`src/nvss_pkg.sv`:
```
// Constants, timing counts and carrier types for the store/recall sequencer.
// Assumes a single 100 MHz clock; all times are converted to cycles here.
package nvss_pkg;

   ////////////////////////////////////////////////////////////////////////////
   // Clock
   localparam int unsigned CLK_PERIOD_NS = 10;

   ////////////////////////////////////////////////////////////////////////////
   // Times as specified, each in its own unit
   localparam int unsigned POWERUP_RECALL_TIME_MS       = 20;
   localparam int unsigned SAVE_CYCLE_TIME_MS           = 8;
   localparam int unsigned RECALL_CYCLE_TIME_US         = 200;
   localparam int unsigned WRITE_COMPLETION_GRACE_NS    = 25;
   localparam int unsigned COMMAND_ACTION_TIME_US       = 100;
   localparam int unsigned SAVE_REQUEST_PULSE_MIN_NS    = 15;
   localparam int unsigned RELEASE_TO_ACTIVE_TIME_US    = 5;
   localparam int unsigned ACTIVE_HIGH_DRIVE_TIME_NS    = 500;

   ////////////////////////////////////////////////////////////////////////////
   // Cycle counts: longest times round down, least times round up
   localparam int unsigned POWERUP_RECALL_CYC =
      (POWERUP_RECALL_TIME_MS * 1000000) / CLK_PERIOD_NS;
   localparam int unsigned SAVE_CYCLE_CYC = (SAVE_CYCLE_TIME_MS * 1000000) / CLK_PERIOD_NS;
   localparam int unsigned RECALL_CYCLE_CYC = (RECALL_CYCLE_TIME_US * 1000) / CLK_PERIOD_NS;
   localparam int unsigned GRACE_CYC = WRITE_COMPLETION_GRACE_NS / CLK_PERIOD_NS;
   localparam int unsigned COMMAND_ACTION_CYC = (COMMAND_ACTION_TIME_US * 1000) / CLK_PERIOD_NS;
   localparam int unsigned SAVE_REQUEST_PULSE_MIN_CYC =
      (SAVE_REQUEST_PULSE_MIN_NS + CLK_PERIOD_NS - 1) / CLK_PERIOD_NS;
   localparam int unsigned RELEASE_TO_ACTIVE_CYC =
      (RELEASE_TO_ACTIVE_TIME_US * 1000) / CLK_PERIOD_NS;
   localparam int unsigned ACTIVE_HIGH_DRIVE_CYC = ACTIVE_HIGH_DRIVE_TIME_NS / CLK_PERIOD_NS;

   ////////////////////////////////////////////////////////////////////////////
   // Reset values
   localparam logic PF_SAVE_EN_RST = 1'h1;
   localparam logic DIRTY_RST      = 1'h0;

   ////////////////////////////////////////////////////////////////////////////
   // Serial command codes
   typedef enum logic [1:0] {
      NVSS_CMD_SAVE    = 2'h0,
      NVSS_CMD_RECALL  = 2'h1,
      NVSS_CMD_PF_EN   = 2'h2,
      NVSS_CMD_PF_DIS  = 2'h3
   } nvss_cmd_code_t;

   // Decoded serial command, valid for one cycle
   typedef struct packed {
      logic           valid;
      nvss_cmd_code_t code;
   } nvss_cmd_t;

   // Array access permission
   typedef struct packed {
      logic en;
      logic wr_en;
   } nvss_arr_t;

   localparam nvss_arr_t ARR_RST = '{en: 1'h0, wr_en: 1'h0};

endpackage

```
`src/nvss_timer.sv`:
```
// One-shot down counter used for every timed phase of the sequencer.
// Assumes load is a single-cycle pulse and load_val is at least one.
`timescale 1ns/1ps
module nvss_timer #(
   parameter int unsigned W = 22
) (
   // Clock and reset
   input  wire logic         ref_clk,
   input  wire logic         rstn,
   // Control
   input  wire logic         load,
   input  wire logic [W-1:0] load_val,
   // Expiry pulse
   output logic              done
);

   if (W < 2) begin : g_chk
      $error("nvss_timer: W must be at least 2");
   end

   logic [W-1:0] cnt_ff;
   logic [W-1:0] nxt_cnt;
   logic         run_ff;
   logic         nxt_run;
   logic         done_ff;
   logic         nxt_done;

   ////////////////////////////////////////////////////////////////////////////
   // Next count; a fresh load restarts even a running count
   always_comb begin
      nxt_cnt  = cnt_ff;
      nxt_run  = run_ff;
      nxt_done = 1'h0;
      if (load) begin
         nxt_cnt = load_val;
         nxt_run = 1'h1;
      end else if (run_ff) begin
         if (cnt_ff == {{(W-1){1'b0}}, 1'b1}) begin
            nxt_run  = 1'h0;
            nxt_done = 1'h1;
         end
         nxt_cnt = cnt_ff - {{(W-1){1'b0}}, 1'b1};
      end
   end

   // Registers
   always_ff @(posedge ref_clk or negedge rstn) begin
      if (!rstn) begin
         cnt_ff  <= '0;
         run_ff  <= 1'h0;
         done_ff <= 1'h0;
      end else begin
         cnt_ff  <= nxt_cnt;
         run_ff  <= nxt_run;
         done_ff <= nxt_done;
      end
   end

   assign done = done_ff;

endmodule

```
`src/nvss_seq.sv`:
```
// Store/recall sequencer between the SRAM array and its nonvolatile cells.
// Assumes synchronous inputs, decoded serial commands and an external
// pull-up on the store/busy pin that the testbench resolves.
`timescale 1ns/1ps

module nvss_seq
   import nvss_pkg::*;
#(
   parameter int unsigned PUR_CYC    = nvss_pkg::POWERUP_RECALL_CYC,
   parameter int unsigned SAVE_CYC   = nvss_pkg::SAVE_CYCLE_CYC,
   parameter int unsigned RECALL_CYC = nvss_pkg::RECALL_CYCLE_CYC,
   parameter int unsigned CNT_W      = 22
) (
   // Clock and reset
   input  wire logic               ref_clk,
   input  wire logic               rstn,
   // Supply monitor: high while above the trip level
   input  wire logic               vcc_ok,
   // Store/busy pin
   input  wire logic               sb_in,
   output logic                    sb_out,
   output logic                    sb_oe,
   // Serial command port
   input  wire nvss_pkg::nvss_cmd_t cmd_in,
   output logic                    serial_lock,
   output logic                    pf_save_en,
   // Array side
   input  wire logic               arr_wr_req,
   output nvss_pkg::nvss_arr_t     arr_ctl,
   output logic                    dirty,
   // Nonvolatile cell control
   output logic                    nv_save,
   output logic                    nv_recall
);
   import nvss_pkg::*;

   if (CNT_W < 2 || PUR_CYC < 2 || SAVE_CYC < 2 || RECALL_CYC < 2 ||
       PUR_CYC >= (64'h1 << CNT_W) || SAVE_CYC >= (64'h1 << CNT_W) ||
       RECALL_CYC >= (64'h1 << CNT_W) || GRACE_CYC < 2 ||
       ACTIVE_HIGH_DRIVE_CYC < 2 || COMMAND_ACTION_CYC < 2) begin : g_chk
      $error("nvss_seq: counts do not fit the timer");
   end

   typedef enum logic [2:0] {
      ST_OFF, ST_PUR, ST_IDLE, ST_GRACE, ST_SAVE, ST_RECALL, ST_DRIVE_HI
   } nvss_state_t;

   ////////////////////////////////////////////////////////////////////////////
   // State
   nvss_state_t      state_ff;
   nvss_state_t      nxt_state;
   nvss_arr_t        arr_ff;
   nvss_arr_t        nxt_arr;
   logic             dirty_ff;
   logic             nxt_dirty;
   logic             pf_en_ff;
   logic             nxt_pf_en;
   logic             lock_ff;
   logic             nxt_lock;
   logic             sb_out_ff;
   logic             nxt_sb_out;
   logic             sb_oe_ff;
   logic             nxt_sb_oe;
   logic             save_ff;
   logic             nxt_save;
   logic             recall_ff;
   logic             nxt_recall;
   logic             tmr_load;
   logic [CNT_W-1:0] tmr_val;
   logic             tmr_done;
   logic             pin_low;
   logic             cmd_take;
   logic             wr_taken;

   // Only an outside driver counts; our own low drive must not re-trigger
   // A host low during our high drive still counts and still shuts the array
   assign pin_low  = !sb_in && !(sb_oe_ff && !sb_out_ff);
   // Refused while locked or busy; the host sees no answer
   assign cmd_take = cmd_in.valid && !lock_ff && state_ff == ST_IDLE && vcc_ok;
   assign wr_taken = arr_wr_req && arr_ff.wr_en;

   ////////////////////////////////////////////////////////////////////////////
   // Phase timer
   nvss_timer #(.W(CNT_W)) u_timer (
      .ref_clk  (ref_clk),
      .rstn     (rstn),
      .load     (tmr_load),
      .load_val (tmr_val),
      .done     (tmr_done)
   );

   ////////////////////////////////////////////////////////////////////////////
   // Sequencer next state; timer loads with count-1 so a phase lasts count cycles
   always_comb begin
      nxt_state = state_ff;
      tmr_load  = 1'h0;
      tmr_val   = '0;
      nxt_pf_en = pf_en_ff;
      case (state_ff)
         ST_OFF: begin
            if (vcc_ok) begin
               nxt_state = ST_PUR;
               tmr_load  = 1'h1;
               tmr_val   = CNT_W'(PUR_CYC - 1);
            end
         end
         ST_PUR, ST_RECALL: begin
            if (!vcc_ok) begin
               nxt_state = ST_OFF;
            end else if (tmr_done) begin
               nxt_state = ST_IDLE;
            end
         end
         ST_IDLE, ST_DRIVE_HI: begin
            if (!vcc_ok || pin_low) begin
               // Clean array: nothing to save
               if (dirty_ff && (pin_low || pf_en_ff)) begin
                  nxt_state = ST_GRACE;
                  tmr_load  = 1'h1;
                  tmr_val   = CNT_W'(GRACE_CYC - 1);
               end else if (!vcc_ok) begin
                  nxt_state = ST_OFF;
               end else begin
                  nxt_state = ST_IDLE;
               end
            end else if (cmd_take) begin
               // Acted on in the next cycle, far inside the allowed time
               case (cmd_in.code)
                  NVSS_CMD_SAVE: begin
                     nxt_state = ST_SAVE;
                     tmr_load  = 1'h1;
                     tmr_val   = CNT_W'(SAVE_CYC - 1);
                  end
                  NVSS_CMD_RECALL: begin
                     nxt_state = ST_RECALL;
                     tmr_load  = 1'h1;
                     tmr_val   = CNT_W'(RECALL_CYC - 1);
                  end
                  NVSS_CMD_PF_EN: begin
                     nxt_pf_en = 1'h1;
                  end
                  default: begin
                     nxt_pf_en = 1'h0;
                  end
               endcase
            end else if (state_ff == ST_DRIVE_HI && tmr_done) begin
               nxt_state = ST_IDLE;
            end
         end
         ST_GRACE: begin
            if (tmr_done) begin
               nxt_state = ST_SAVE;
               tmr_load  = 1'h1;
               tmr_val   = CNT_W'(SAVE_CYC - 1);
            end
         end
         ST_SAVE: begin
            // Save runs on held charge even if the supply falls
            if (tmr_done) begin
               if (!vcc_ok) begin
                  nxt_state = ST_OFF;
               end else begin
                  nxt_state = ST_DRIVE_HI;
                  tmr_load  = 1'h1;
                  tmr_val   = CNT_W'(ACTIVE_HIGH_DRIVE_CYC - 1);
               end
            end
         end
         default: begin
            nxt_state = ST_OFF;
         end
      endcase
   end

   ////////////////////////////////////////////////////////////////////////////
   // Outputs derived from the next state so they change with it
   always_comb begin
      nxt_arr.en    = (nxt_state == ST_IDLE || nxt_state == ST_DRIVE_HI) &&
                      vcc_ok && !pin_low;
      nxt_arr.wr_en = nxt_arr.en || nxt_state == ST_GRACE;
      nxt_lock      = !(nxt_state == ST_IDLE || nxt_state == ST_DRIVE_HI);
      nxt_save      = nxt_state == ST_SAVE;
      nxt_recall    = nxt_state == ST_PUR || nxt_state == ST_RECALL;
      nxt_sb_oe     = nxt_state == ST_GRACE || nxt_state == ST_SAVE ||
                      nxt_state == ST_DRIVE_HI;
      nxt_sb_out    = nxt_state == ST_DRIVE_HI;
      // A write in the clearing cycle keeps the flag set
      nxt_dirty     = dirty_ff;
      if ((nxt_save && !save_ff) || (nxt_recall && !recall_ff)) begin
         nxt_dirty = 1'h0;
      end
      if (wr_taken) begin
         nxt_dirty = 1'h1;
      end
   end

   // Registers
   always_ff @(posedge ref_clk or negedge rstn) begin
      if (!rstn) begin
         state_ff  <= ST_OFF;
         arr_ff    <= ARR_RST;
         dirty_ff  <= DIRTY_RST;
         pf_en_ff  <= PF_SAVE_EN_RST;
         lock_ff   <= 1'h1;
         sb_out_ff <= 1'h0;
         sb_oe_ff  <= 1'h0;
         save_ff   <= 1'h0;
         recall_ff <= 1'h0;
      end else begin
         state_ff  <= nxt_state;
         arr_ff    <= nxt_arr;
         dirty_ff  <= nxt_dirty;
         pf_en_ff  <= nxt_pf_en;
         lock_ff   <= nxt_lock;
         sb_out_ff <= nxt_sb_out;
         sb_oe_ff  <= nxt_sb_oe;
         save_ff   <= nxt_save;
         recall_ff <= nxt_recall;
      end
   end

   assign arr_ctl     = arr_ff;
   assign dirty       = dirty_ff;
   assign pf_save_en  = pf_en_ff;
   assign serial_lock = lock_ff;
   assign sb_out      = sb_out_ff;
   assign sb_oe       = sb_oe_ff;
   assign nv_save     = save_ff;
   assign nv_recall   = recall_ff;

   ////////////////////////////////////////////////////////////////////////////
   // Helper: age of the power-up recall
   logic [CNT_W:0] pur_age_ff;
   always_ff @(posedge ref_clk or negedge rstn) begin
      if (!rstn) begin
         pur_age_ff <= '0;
      end else if (state_ff == ST_PUR) begin
         pur_age_ff <= pur_age_ff + {{CNT_W{1'b0}}, 1'b1};
      end else begin
         pur_age_ff <= '0;
      end
   end

   a_pur_bound: assert property (@(posedge ref_clk) disable iff (!rstn)
      pur_age_ff <= (CNT_W+1)'(PUR_CYC)) else $error("power-up recall too long");

   a_skip_clean: assert property (@(posedge ref_clk) disable iff (!rstn)
      (state_ff == ST_IDLE && !dirty_ff && !wr_taken && (!vcc_ok || pin_low))
      |=> !save_ff && state_ff != ST_GRACE) else $error("save started on clean array");

   a_grace_window: assert property (@(posedge ref_clk) disable iff (!rstn)
      $rose(state_ff == ST_GRACE) |-> arr_ff.wr_en [*2] ##1 (!arr_ff.wr_en && save_ff))
      else $error("write grace window wrong");

   a_busy_block: assert property (@(posedge ref_clk) disable iff (!rstn)
      (save_ff || recall_ff) |-> (!arr_ff.en && !arr_ff.wr_en))
      else $error("array open during nv cycle");

   a_low_supply: assert property (@(posedge ref_clk) disable iff (!rstn)
      !vcc_ok |=> !arr_ff.en) else $error("array open below trip level");

   a_cmd_action: assert property (@(posedge ref_clk) disable iff (!rstn)
      (cmd_take && !pin_low && cmd_in.code == NVSS_CMD_SAVE) |=> (save_ff && lock_ff))
      else $error("save command not acted on");

   a_cmd_pf_dis: assert property (@(posedge ref_clk) disable iff (!rstn)
      (cmd_take && !pin_low && cmd_in.code == NVSS_CMD_PF_DIS) |=> !pf_en_ff)
      else $error("power-fail disable not acted on");

   a_serial_lock: assert property (@(posedge ref_clk) disable iff (!rstn)
      (recall_ff || save_ff) |-> lock_ff)
      else $error("serial port open during recall");

   a_pin_block: assert property (@(posedge ref_clk) disable iff (!rstn)
      pin_low |=> !arr_ff.en) else $error("array open while pin held low");

   a_ready_after: assert property (@(posedge ref_clk) disable iff (!rstn)
      $rose(sb_out_ff) |-> ##[1:500] (arr_ff.en || !vcc_ok || !sb_in))
      else $error("array not ready after pin high");

   a_high_drive: assert property (@(posedge ref_clk) disable iff (!rstn)
      $rose(sb_out_ff) |-> ##[1:50] !(sb_oe_ff && sb_out_ff))
      else $error("pin driven high too long");

   a_save_low: assert property (@(posedge ref_clk) disable iff (!rstn)
      save_ff |-> (sb_oe_ff && !sb_out_ff)) else $error("pin not low during save");

endmodule

```
`config.mk`:
```
export PLATFORM = sky130hd
export DESIGN_NAME = nvss_seq
export DESIGN_NICKNAME = d
export VERILOG_FILES = /design/src/nvss_pkg.sv /design/src/nvss_timer.sv /design/src/nvss_seq.sv
export SDC_FILE = /design/constraint.sdc
export NUM_CORES = 1
export LEC_CHECK = 0
export BUFFER_PORTS_ARGS = -buffer_cell sky130_fd_sc_hd__buf_2
export CAP_MARGIN = 15
export CORE_MARGIN = 2
export CORE_UTILIZATION = 40
export DETAILED_ROUTE_END_ITERATION = 6
export SKIP_LAST_GASP = 1
export SLEW_MARGIN = 20
export SYNTH_ARGS = -nofsm -noshare
export SYNTH_HDL_FRONTEND = slang
export SYNTH_SLANG_ARGS = --single-unit
```
`constraint.sdc`:
```
create_clock -name ref_clk -period 4.7 [get_ports ref_clk]
set_input_delay 0.47 -clock ref_clk [delete_from_list [all_inputs] [get_ports ref_clk]]
set_output_delay 0.47 -clock ref_clk [all_outputs]
set_load 0.02 [all_outputs]
```
==> results.json, run 1 <==
{
  "grt_max_degree": 37,
  "wl_per_cell_um": 14.9,
  "r2r_slack_ns": 2.50,
  "outcome": "completed",
  "portion_of_total_power_attributed_to_combinational_logic_pct": 14.7,
  "rows": 26,
  "mappedNetlistNets": 235,
  "netlist_instances": 225,
  "rr_worst_depth": 5,
  "areaGrowthSynthToFinish_pct": 10.9,
  "fraction_of_layout_instances_using_a_drive_strength_above_1_pct": 14.9,
  "path_max_fanout": 17,
  "ir_drop_v": 0.000143,
  "cts.clk_slew.worst_paths_ns": 0.07,
  "fin_crit_sh_pct": 46.8,
  "yosys.cell_types.count": 57,
  "crit_arrival_ns": 2.37,
  "cts-root-to-sink-buffers": 2,
  "routed_wl_um": 4660,
  "postCtsHoldBufs": 0,
  "ant_nets": 0,
  "number_of_global_route_vias_before_repair": 1606,
  "worst_hold_path_type": "input port to asynchronous set/reset pin",
  "biggest_register": "u_timer.cnt_ff",
  "netlist_area_um2": 2090,
  "hpwl_dp_um": 3270,
  "syn_avg_cell_area_um2": 9.28,
  "cts_tree": "built",
  "first_pass_iters": 4,
  "io_buffer_count": 16,
  "chipHeight_um": 76.2,
  "synth_enable_flop_cells": 0,
  "fin_tns_setup_ns": 0,
  "final_nets": 252,
  "antenna_violations_before_repair": 0,
  "htree_levels": 2,
  "drc_errors": 0,
  "rr_endpoint": "u_timer.cnt_ff[10]$_DFFE_PN0P_",
  "timing.final.setup_violations": 0,
  "startpoint_type": "register",
  "critical_path_required_ns": 4.87,
  "global_route.overflow_total": 0,
  "clock_sinks": 36,
  "starting_density_of_the_core_pct": 41.1,
  "static-leakage-power_nw": 0.955,
  "clock_power_share_pct": 33.0,
  "dp.cells": 305,
  "insertedDiodeCount": 0,
  "power_density_nw_per_um2": 309,
  "max-cap-violations": 0,
  "clk_root_buffer_cell": "sky130_fd_sc_hd__clkbuf_8",
  "grt_pass1_wl_um": 8110,
  "synth.yosys.seq_area_share_pct": 43.3,
  "setup.worst_path.class": "register to register",
  "setup.worst_path.end_class": "register",
  "num_io_pins": 17,
  "timing_hold_violations_final": 0,
  "synth_flop_cell": "sky130_fd_sc_hd__dfrtp_1",
  "global_router_s_overall_resource_usage_pct": 17.5,
  "fin_crit_ns": 2.20,
  "design_power_total_mw": 0.715,
  "cts_setup_buffers": 0,
  "yosys_register_bits": 36,
  "cell_internal_pwr_mw": 0.514,
  "avgViaCountPerCell": 5.58,
  "cts_resized": 0,
  "achievable-frequency_mhz": 455,
  "worst_slew_margin_rel_pct": 47.0,
  "synthesis.yosys.warnings": 0,
  "nFillCells": 494,
  "cts-buffers-inserted": 5,
  "final_cells": 312,
  "drt_iter0_drc": 146,
  "slew_violations": 0,
  "die_x_um": 76.2,
  "floorplan_die_area_um2": 5810,
  "core-area_um2": 5070,
  "clk_latency_ns": 0.29,
  "power.share.switching_pct": 28.2,
  "ys_async_sr_fraction_pct": 100,
  "reg2reg_from": "state_ff[0]$_DFF_PN0_",
  "largest_register_ff_count": 22,
  "setup_repair_after_global_routing_missed_its_margin": "false",
  "finalWeightedCongestion": 0.852,
  "timing_worst_slew_pin_value_ns": 0.795,
  "vias": 1742,
  "final.setup_skew_ns": 0.00673,
  "utilization_pct": 45.6,
  "net-switching-power_mw": 0.202,
  "seq_power_share_pct": 52.3
}
-- cell usage in the layout (no fill, tap or decap), types with 2 or more instances in the layout --
cell | netlist | layout
sky130_fd_sc_hd__nor3_1 | 9 | 9
sky130_fd_sc_hd__nor3b_1 | 2 | 2
sky130_fd_sc_hd__o2111ai_1 | 2 | 2
sky130_fd_sc_hd__o31a_1 | 2 | 2
sky130_fd_sc_hd__and3_1 | 5 | 5
sky130_fd_sc_hd__xnor2_1 | 5 | 5
sky130_fd_sc_hd__nand4_1 | 5 | 5
sky130_fd_sc_hd__o21a_1 | 3 | 3
sky130_fd_sc_hd__nor3_2 | 2 | 2
sky130_fd_sc_hd__a22oi_1 | 3 | 3
sky130_fd_sc_hd__xor2_1 | 6 | 6
sky130_fd_sc_hd__a31oi_1 | 2 | 2
sky130_fd_sc_hd__nand3_1 | 8 | 8
sky130_fd_sc_hd__or3_1 | 4 | 4
sky130_fd_sc_hd__buf_2 | 2 | 16
sky130_fd_sc_hd__nand2_1 | 22 | 22
sky130_fd_sc_hd__dfstp_2 | 2 | 2
sky130_fd_sc_hd__o31ai_1 | 6 | 6
sky130_fd_sc_hd__nor4_1 | 5 | 5
sky130_fd_sc_hd__o21ai_0 | 16 | 16
sky130_fd_sc_hd__inv_1 | 10 | 10
sky130_fd_sc_hd__o32a_1 | 2 | 2
sky130_fd_sc_hd__nand2b_1 | 3 | 3
sky130_fd_sc_hd__clkbuf_8 | 0 | 7
sky130_fd_sc_hd__nor2_1 | 18 | 18
sky130_fd_sc_hd__dfrtp_1 | 34 | 34
sky130_fd_sc_hd__ha_1 | 2 | 2
sky130_fd_sc_hd__nor2b_1 | 4 | 4
sky130_fd_sc_hd__a21oi_1 | 11 | 11
-- synth_stat cells (all sizes together), types with 6 or more instances --
cell type	instances	share of area [%]
nand3	9	2.4
o31ai	6	2.2
dfrtp	34	41
nor4	6	2.5
xor2	6	2.5
a21oi	11	2.6
inv	10	1.8
nor2	19	3.5
nor3	11	3.1
o21ai	16	3.8
nand2	22	4.0
-- through the flow --
| stage | instance area (um2) | setup WS (ns) | hold slack, ns |
|---|---|---|---|
| final | 2310 | 2.50 | 0.256 |
| after detailed placement | 2220 | 2.41 | 0.502 |
| after global placement | 2220 | 2.47 | 0.482 |
| after CTS | 2310 | 2.53 | 0.296 |
| after global routing | 2310 | 2.32 | 0.334 |
| after floorplan | 2090 | 2.75 | 0.174 |
-- power by group through the flow --
stage	Sequential, mW	Combinational, mW	Clock [mW]
2_1_floorplan	0.371	0.0817	0
3_3_place_gp	0.378	0.104	0
3_5_place_dp	0.379	0.105	0
4_1_cts	0.374	0.106	0.243
5_1_grt	0.380	0.122	0.258
6_report	0.374	0.105	0.236
-- layout make-up --
type / count / area, um2 / share of cell area, %
inverter: 10 / 37.5 / 1.62
timing repair buffer: 16 / 80.1 / 3.46
sequential: 36 / 903 / 39.0
tap: 70 / 87.6 / 3.78
clock buffer: 7 / 96.3 / 4.16
multi-input combinational: 173 / 1110 / 47.9
-- critical path, cell delays in order (launching register included) --
cell	delay, ns
sky130_fd_sc_hd__dfrtp_1	0.46
sky130_fd_sc_hd__nor2_1	0.39
sky130_fd_sc_hd__o2111ai_2	0.33
sky130_fd_sc_hd__a31oi_4	0.51
sky130_fd_sc_hd__a31oi_1	0.08
sky130_fd_sc_hd__o32a_1	0.32
-- layer usage --
layer  track usage [%]  routed length [um]  vias to the layer above
met5                 0                   0                        -
met1              26.1                2340                      825
li1                  -                   -                      872
met3              3.44                 211                       10
met4              8.36                 108                        0
met2              24.2                1990                       35
-- cell families after synthesis --
logic type | Yosys count | share of synthesized area (%)
AOI/OAI and AO/OA | 59 | 20.3
xor gates and xnor gates | 11 | 4.62
adders and majority gates | 3 | 1.68
buffers and inverters | 16 | 3.54
DFF | 36 | 43.3
muxes | 1 | 0.480
and+or+nand+nor | 99 | 26.1
-- worst max-delay path by stage --
stage                                     start                        endpoint  depth (start not counted)
after floorplan                          vcc_ok   u_timer.cnt_ff[5]$_DFFE_PN0P_                          6
after global placement                   vcc_ok  u_timer.cnt_ff[10]$_DFFE_PN0P_                          6
after detailed placement                 vcc_ok  u_timer.cnt_ff[10]$_DFFE_PN0P_                          6
after CTS                 state_ff[0]$_DFF_PN0_  u_timer.cnt_ff[10]$_DFFE_PN0P_                          5
after global routing      state_ff[0]$_DFF_PN0_  u_timer.cnt_ff[10]$_DFFE_PN0P_                          5
final                     state_ff[0]$_DFF_PN0_  u_timer.cnt_ff[10]$_DFFE_PN0P_                          5
Note: power is estimated with default switching activity, not from simulation.
==> run 2, diff against run 1 <==
==> constraint.sdc (replaced) <==
create_clock -name ref_clk -period 2.3 [get_ports ref_clk]
set_input_delay 0.23 -clock ref_clk [delete_from_list [all_inputs] [get_ports ref_clk]]
set_output_delay 0.23 -clock ref_clk [all_outputs]
set_load 0.02 [all_outputs]
==> results.json, run 2 (same netlist as run 1, synthesis figures left out) <==
{
  "outcome": "completed",
  "hpwl_dp_um": 3520,
  "largest_register_ff_count": 22,
  "io_buffer_count": 16,
  "number_of_global_route_vias_before_repair": 1623,
  "floorplan_die_area_um2": 5810,
  "utilization_pct": 46.1,
  "rr_worst_depth": 6,
  "timing_hold_violations_final": 0,
  "fin_tns_setup_ns": 0,
  "rr_endpoint": "u_timer.cnt_ff[3]$_DFFE_PN0P_",
  "first_pass_iters": 4,
  "setup_repair_after_global_routing_missed_its_margin": "false",
  "cts_resized": 0,
  "power_density_nw_per_um2": 617,
  "setup.worst_path.end_class": "register",
  "final.setup_skew_ns": 0.00484,
  "global_route.overflow_total": 0,
  "grt_max_degree": 37,
  "cts-root-to-sink-buffers": 2,
  "final_cell_mix": "sky130_fd_sc_hd__dfrtp_1 (34), sky130_fd_sc_hd__nand2_1 (22), sky130_fd_sc_hd__nor2_1 (18)",
  "achievable-frequency_mhz": 489,
  "slew_violations": 0,
  "postCtsHoldBufs": 0,
  "worst_hold_path_type": "input port to asynchronous set/reset pin",
  "wl_per_cell_um": 15.2,
  "routed_wl_um": 4830,
  "max_stage_delay_ns": 0.47,
  "drt_iter0_drc": 127,
  "vias": 1759,
  "path_delay_family": "compound AO/OA/AOI/OAI gates",
  "cts_setup_buffers": 0,
  "crit_arrival_ns": 2.21,
  "antenna_violations_before_repair": 0,
  "timing_worst_slew_pin_value_ns": 0.811,
  "fin_crit_sh_pct": 88.9,
  "crit_chain": "or3b_1, o21a_1, a31oi_4, buf_4, o31ai_1, o31a_1",
  "fin_crit_ns": 2.04,
  "chipHeight_um": 76.2,
  "layout_commonest_cell": "sky130_fd_sc_hd__dfrtp_1",
  "avgViaCountPerCell": 5.55,
  "core-area_um2": 5070,
  "slowest_stage": "sky130_fd_sc_hd__dfrtp_1",
  "ir_drop_v": 0.000413,
  "reg2reg_from": "state_ff[1]$_DFF_PN0_",
  "design_power_total_mw": 1.44,
  "global_router_s_overall_resource_usage_pct": 17.4,
  "num_io_pins": 17,
  "clk_latency_ns": 0.28,
  "fraction_of_layout_instances_using_a_drive_strength_above_1_pct": 15.8,
  "setup.worst_path.class": "register to register",
  "hold_slack_ns": 0.0358,
  "path_max_fanout": 11,
  "cts-buffers-inserted": 5,
  "timing.final.setup_violations": 0,
  "r2r_slack_ns": 0.26,
  "clk_root_buffer_cell": "sky130_fd_sc_hd__clkbuf_8",
  "cts_tree": "built",
  "insertedDiodeCount": 0,
  "path_buf_inv": 1,
  "ant_nets": 0,
  "final_nets": 256,
  "clock_sinks": 36,
  "cts.clk_slew.worst_paths_ns": 0.07,
  "starting_density_of_the_core_pct": 41.1,
  "biggest_register": "u_timer.cnt_ff",
  "max-cap-violations": 0,
  "drc_errors": 0,
  "crit_cells": 6,
  "rows": 26,
  "finalWeightedCongestion": 0.801,
  "static-leakage-power_nw": 0.968,
  "grt_pass1_wl_um": 7960,
  "worst_slew_margin_rel_pct": 45.9,
  "startpoint_type": "register",
  "critical_path_required_ns": 2.47,
  "areaGrowthSynthToFinish_pct": 12.1,
  "die_x_um": 76.2,
  "htree_levels": 2
}
## run 2: cell types whose count changed in the layout (fill, tap and decap cells not counted)
cell	before	now
sky130_fd_sc_hd__buf_4	0	4
sky130_fd_sc_hd__clkbuf_8	7	6
sky130_fd_sc_hd__clkbuf_1	0	2
## run 2: through the flow
stage / setup WS (ns) / std cells / instance area (um2)
global placement: 0.231 / 309 / 2250
CTS: 0.254 / 317 / 2340
detailed placement: 0.271 / 309 / 2250
finish: 0.255 / 317 / 2340
floorplan: 0.482 / 225 / 2090
global route: 0.0683 / 317 / 2340
## run 2: how the worst max path moves through the flow
| stage | startpoint | endpoint | slack [ns] |
|---|---|---|---|
| finish | state_ff[1]$_DFF_PN0_ | u_timer.cnt_ff[3]$_DFFE_PN0P_ | 0.26 |
| global route | u_timer.cnt_ff[12]$_DFFE_PN0P_ | u_timer.run_ff$_DFF_PN0_ | 0.07 |
| CTS | u_timer.cnt_ff[12]$_DFFE_PN0P_ | u_timer.run_ff$_DFF_PN0_ | 0.25 |
| detailed placement | state_ff[1]$_DFF_PN0_ | u_timer.cnt_ff[3]$_DFFE_PN0P_ | 0.27 |
| global placement | u_timer.cnt_ff[12]$_DFFE_PN0P_ | u_timer.run_ff$_DFF_PN0_ | 0.23 |
| floorplan | state_ff[0]$_DFF_PN0_ | u_timer.cnt_ff[5]$_DFFE_PN0P_ | 0.48 |
## run 2: final cells by class
| class | instances | area, um2 |
|---|---|---|
| repair buffers | 20 | 110 |
| fillers | 502 | 2740 |
| well taps | 70 | 87.6 |
| multi-input cells | 173 | 1110 |
| clock buffers | 8 | 90.1 |
| inverters | 10 | 37.5 |
| flip-flops and latches | 36 | 903 |
## run 2: routing by layer
layer | part of all wire [%] | track usage [%]
met4 | 0.87 | 7.09
met3 | 3.6 | 4.38
met5 | 0 | 0
met2 | 45 | 25.7
met1 | 50 | 24.3
## run 2: where the power goes
| part | internal (mW) | leakage, nW | switching [mW] |
|---|---|---|---|
| clock network | 0.244 | 0.0455 | 0.212 |
| logic | 0.0971 | 0.495 | 0.125 |
| registers | 0.687 | 0.427 | 0.0775 |
==> run 3, diff against run 2 <==
--- a/config.mk
+++ b/config.mk
@@ -10,6 +10,7 @@
 export CORE_MARGIN = 2
 export CORE_UTILIZATION = 40
 export DETAILED_ROUTE_END_ITERATION = 6
+export PLACE_DENSITY = 0.55
 export SKIP_LAST_GASP = 1
 export SLEW_MARGIN = 20
 export SYNTH_ARGS = -nofsm -noshare
==> results.json, run 3 (same netlist as run 1, synthesis figures left out) <==
{
  "outcome": "completed",
  "number_of_global_route_vias_before_repair": 1709,
  "wl_per_cell_um": 15.3,
  "final_nets": 258,
  "crit_arrival_ns": 2.30,
  "clk_latency_ns": 0.29,
  "insertedDiodeCount": 0,
  "floorplan_die_area_um2": 5810,
  "hpwl_dp_um": 3550,
  "cts-root-to-sink-buffers": 2,
  "dpl_cell_area_um2": 2260,
  "final_cell_mix": "sky130_fd_sc_hd__dfrtp_1 (34), sky130_fd_sc_hd__nand2_1 (22), sky130_fd_sc_hd__nor2_1 (18)",
  "final.setup_skew_ns": 0.00734,
  "max_stage_delay_ns": 0.44,
  "areaGrowthSynthToFinish_pct": 12.8,
  "rr_endpoint": "u_timer.done$_DFF_PN0_",
  "starting_density_of_the_core_pct": 41.1,
  "global_route.overflow_total": 0,
  "slew_violations": 0,
  "final_cells": 319,
  "timing_hold_violations_final": 0,
  "path_max_fanout": 6,
  "startpoint_type": "register",
  "fin_tns_setup_ns": 0,
  "worst_hold_path_type": "input port to asynchronous set/reset pin",
  "setup_repair_after_global_routing_missed_its_margin": "false",
  "fin_crit_ns": 2.08,
  "postCtsHoldBufs": 0,
  "setup.worst_path.end_class": "register",
  "vias": 1789,
  "finalWeightedCongestion": 0.844,
  "core-area_um2": 5070,
  "slowest_stage": "sky130_fd_sc_hd__nor4_4",
  "num_io_pins": 17,
  "chipHeight_um": 76.2,
  "rows": 26,
  "timing_worst_slew_pin_value_ns": 0.800,
  "global_router_s_overall_resource_usage_pct": 18.3,
  "fin_area_um2": 2350,
  "setup.worst_path.class": "register to register",
  "routed_wl_um": 4870,
  "static-leakage-power_nw": 0.977,
  "htree_levels": 2,
  "timing.final.setup_violations": 0,
  "grt_max_degree": 37,
  "worst_slew_margin_rel_pct": 46.7,
  "dp.cells": 311,
  "cts_resized": 0,
  "cts.clk_slew.worst_paths_ns": 0.07,
  "crit_chain": "nor4_4, nand3_2, or3_1, nor4b_1, and3_1",
  "layout_commonest_cell": "sky130_fd_sc_hd__dfrtp_1",
  "drt_iter0_drc": 123,
  "cts-buffers-inserted": 5,
  "first_pass_iters": 5,
  "ant_nets": 0,
  "fin_crit_sh_pct": 90.2,
  "biggest_register": "u_timer.cnt_ff",
  "max-cap-violations": 0,
  "io_buffer_count": 16,
  "fraction_of_layout_instances_using_a_drive_strength_above_1_pct": 16.5,
  "clk_root_buffer_cell": "sky130_fd_sc_hd__clkbuf_8",
  "die_x_um": 76.2,
  "hold_slack_ns": 0.0259,
  "achievable-frequency_mhz": 482,
  "cts_tree": "built",
  "rr_worst_depth": 5,
  "clock_sinks": 36,
  "r2r_slack_ns": 0.22,
  "cts_setup_buffers": 0,
  "avgViaCountPerCell": 5.61,
  "critical_path_required_ns": 2.53,
  "reg2reg_from": "u_timer.cnt_ff[12]$_DFFE_PN0P_",
  "power_density_nw_per_um2": 617,
  "drc_errors": 0,
  "grt_pass1_wl_um": 8470,
  "antenna_violations_before_repair": 0,
  "largest_register_ff_count": 22,
  "ir_drop_v": 0.000304
}
-- run 3: cell count changes in the layout (fill, tap and decap cells not counted) --
| cell | before | now |
|---|---|---|
| sky130_fd_sc_hd__buf_4 | 4 | 6 |
-- run 3: critical path: cells and delay by family, from the launching register on --
family,cells,cell delay (ns)
AND/OR/NAND/NOR,5,1.60
flip-flops,1,0.43
-- run 3: where the power goes --
| group | leakage (nW) | internal [mW] | switching [mW] | total [mW] |
|---|---|---|---|---|
| logic | 0.505 | 0.100 | 0.125 | 0.225 |
| registers | 0.427 | 0.687 | 0.0752 | 0.762 |
| clock network | 0.0455 | 0.244 | 0.220 | 0.465 |
| total | 0.977 | 1.03 | 0.420 | 1.45 |
-- run 3: final cells by class --
cell class	count	area, um2
multi-input cells	173	1110
well taps	70	87.6
flip-flops and latches	36	903
fillers	514	2720
inverters	10	37.5
repair buffers	22	125
clock buffers	8	90.1
-- run 3: stage by stage --
stage,total power [mW],util (%),worst slack [ns]
after floorplan,0.925,-,0.482
after global placement,1.00,44.6,0.247
after detailed placement,0.999,44.6,0.243
after CTS,1.47,46.4,0.229
after global routing,1.55,46.4,0.0815
final,1.45,46.4,0.225
-- run 3: worst max-delay path by stage --
stage | start | end | slack (ns)
floorplan | state_ff[0]$_DFF_PN0_ | u_timer.cnt_ff[5]$_DFFE_PN0P_ | 0.48
global placement | u_timer.cnt_ff[12]$_DFFE_PN0P_ | u_timer.run_ff$_DFF_PN0_ | 0.25
detailed placement | state_ff[1]$_DFF_PN0_ | u_timer.cnt_ff[10]$_DFFE_PN0P_ | 0.24
CTS | u_timer.cnt_ff[12]$_DFFE_PN0P_ | u_timer.done$_DFF_PN0_ | 0.23
global route | serial_lock$_DFF_PN1_ | arr_ctl[1]$_DFF_PN0_ | 0.08
finish | u_timer.cnt_ff[12]$_DFFE_PN0P_ | u_timer.done$_DFF_PN0_ | 0.22
-- run 3: layer usage --
layer,wire (um),vias up,global-route usage [%]
met4,81,0,6.55
met1,2500,858,27.9
met2,2070,41,25.5
met5,0,-,0
li1,-,884,-
met3,219,6,3.79
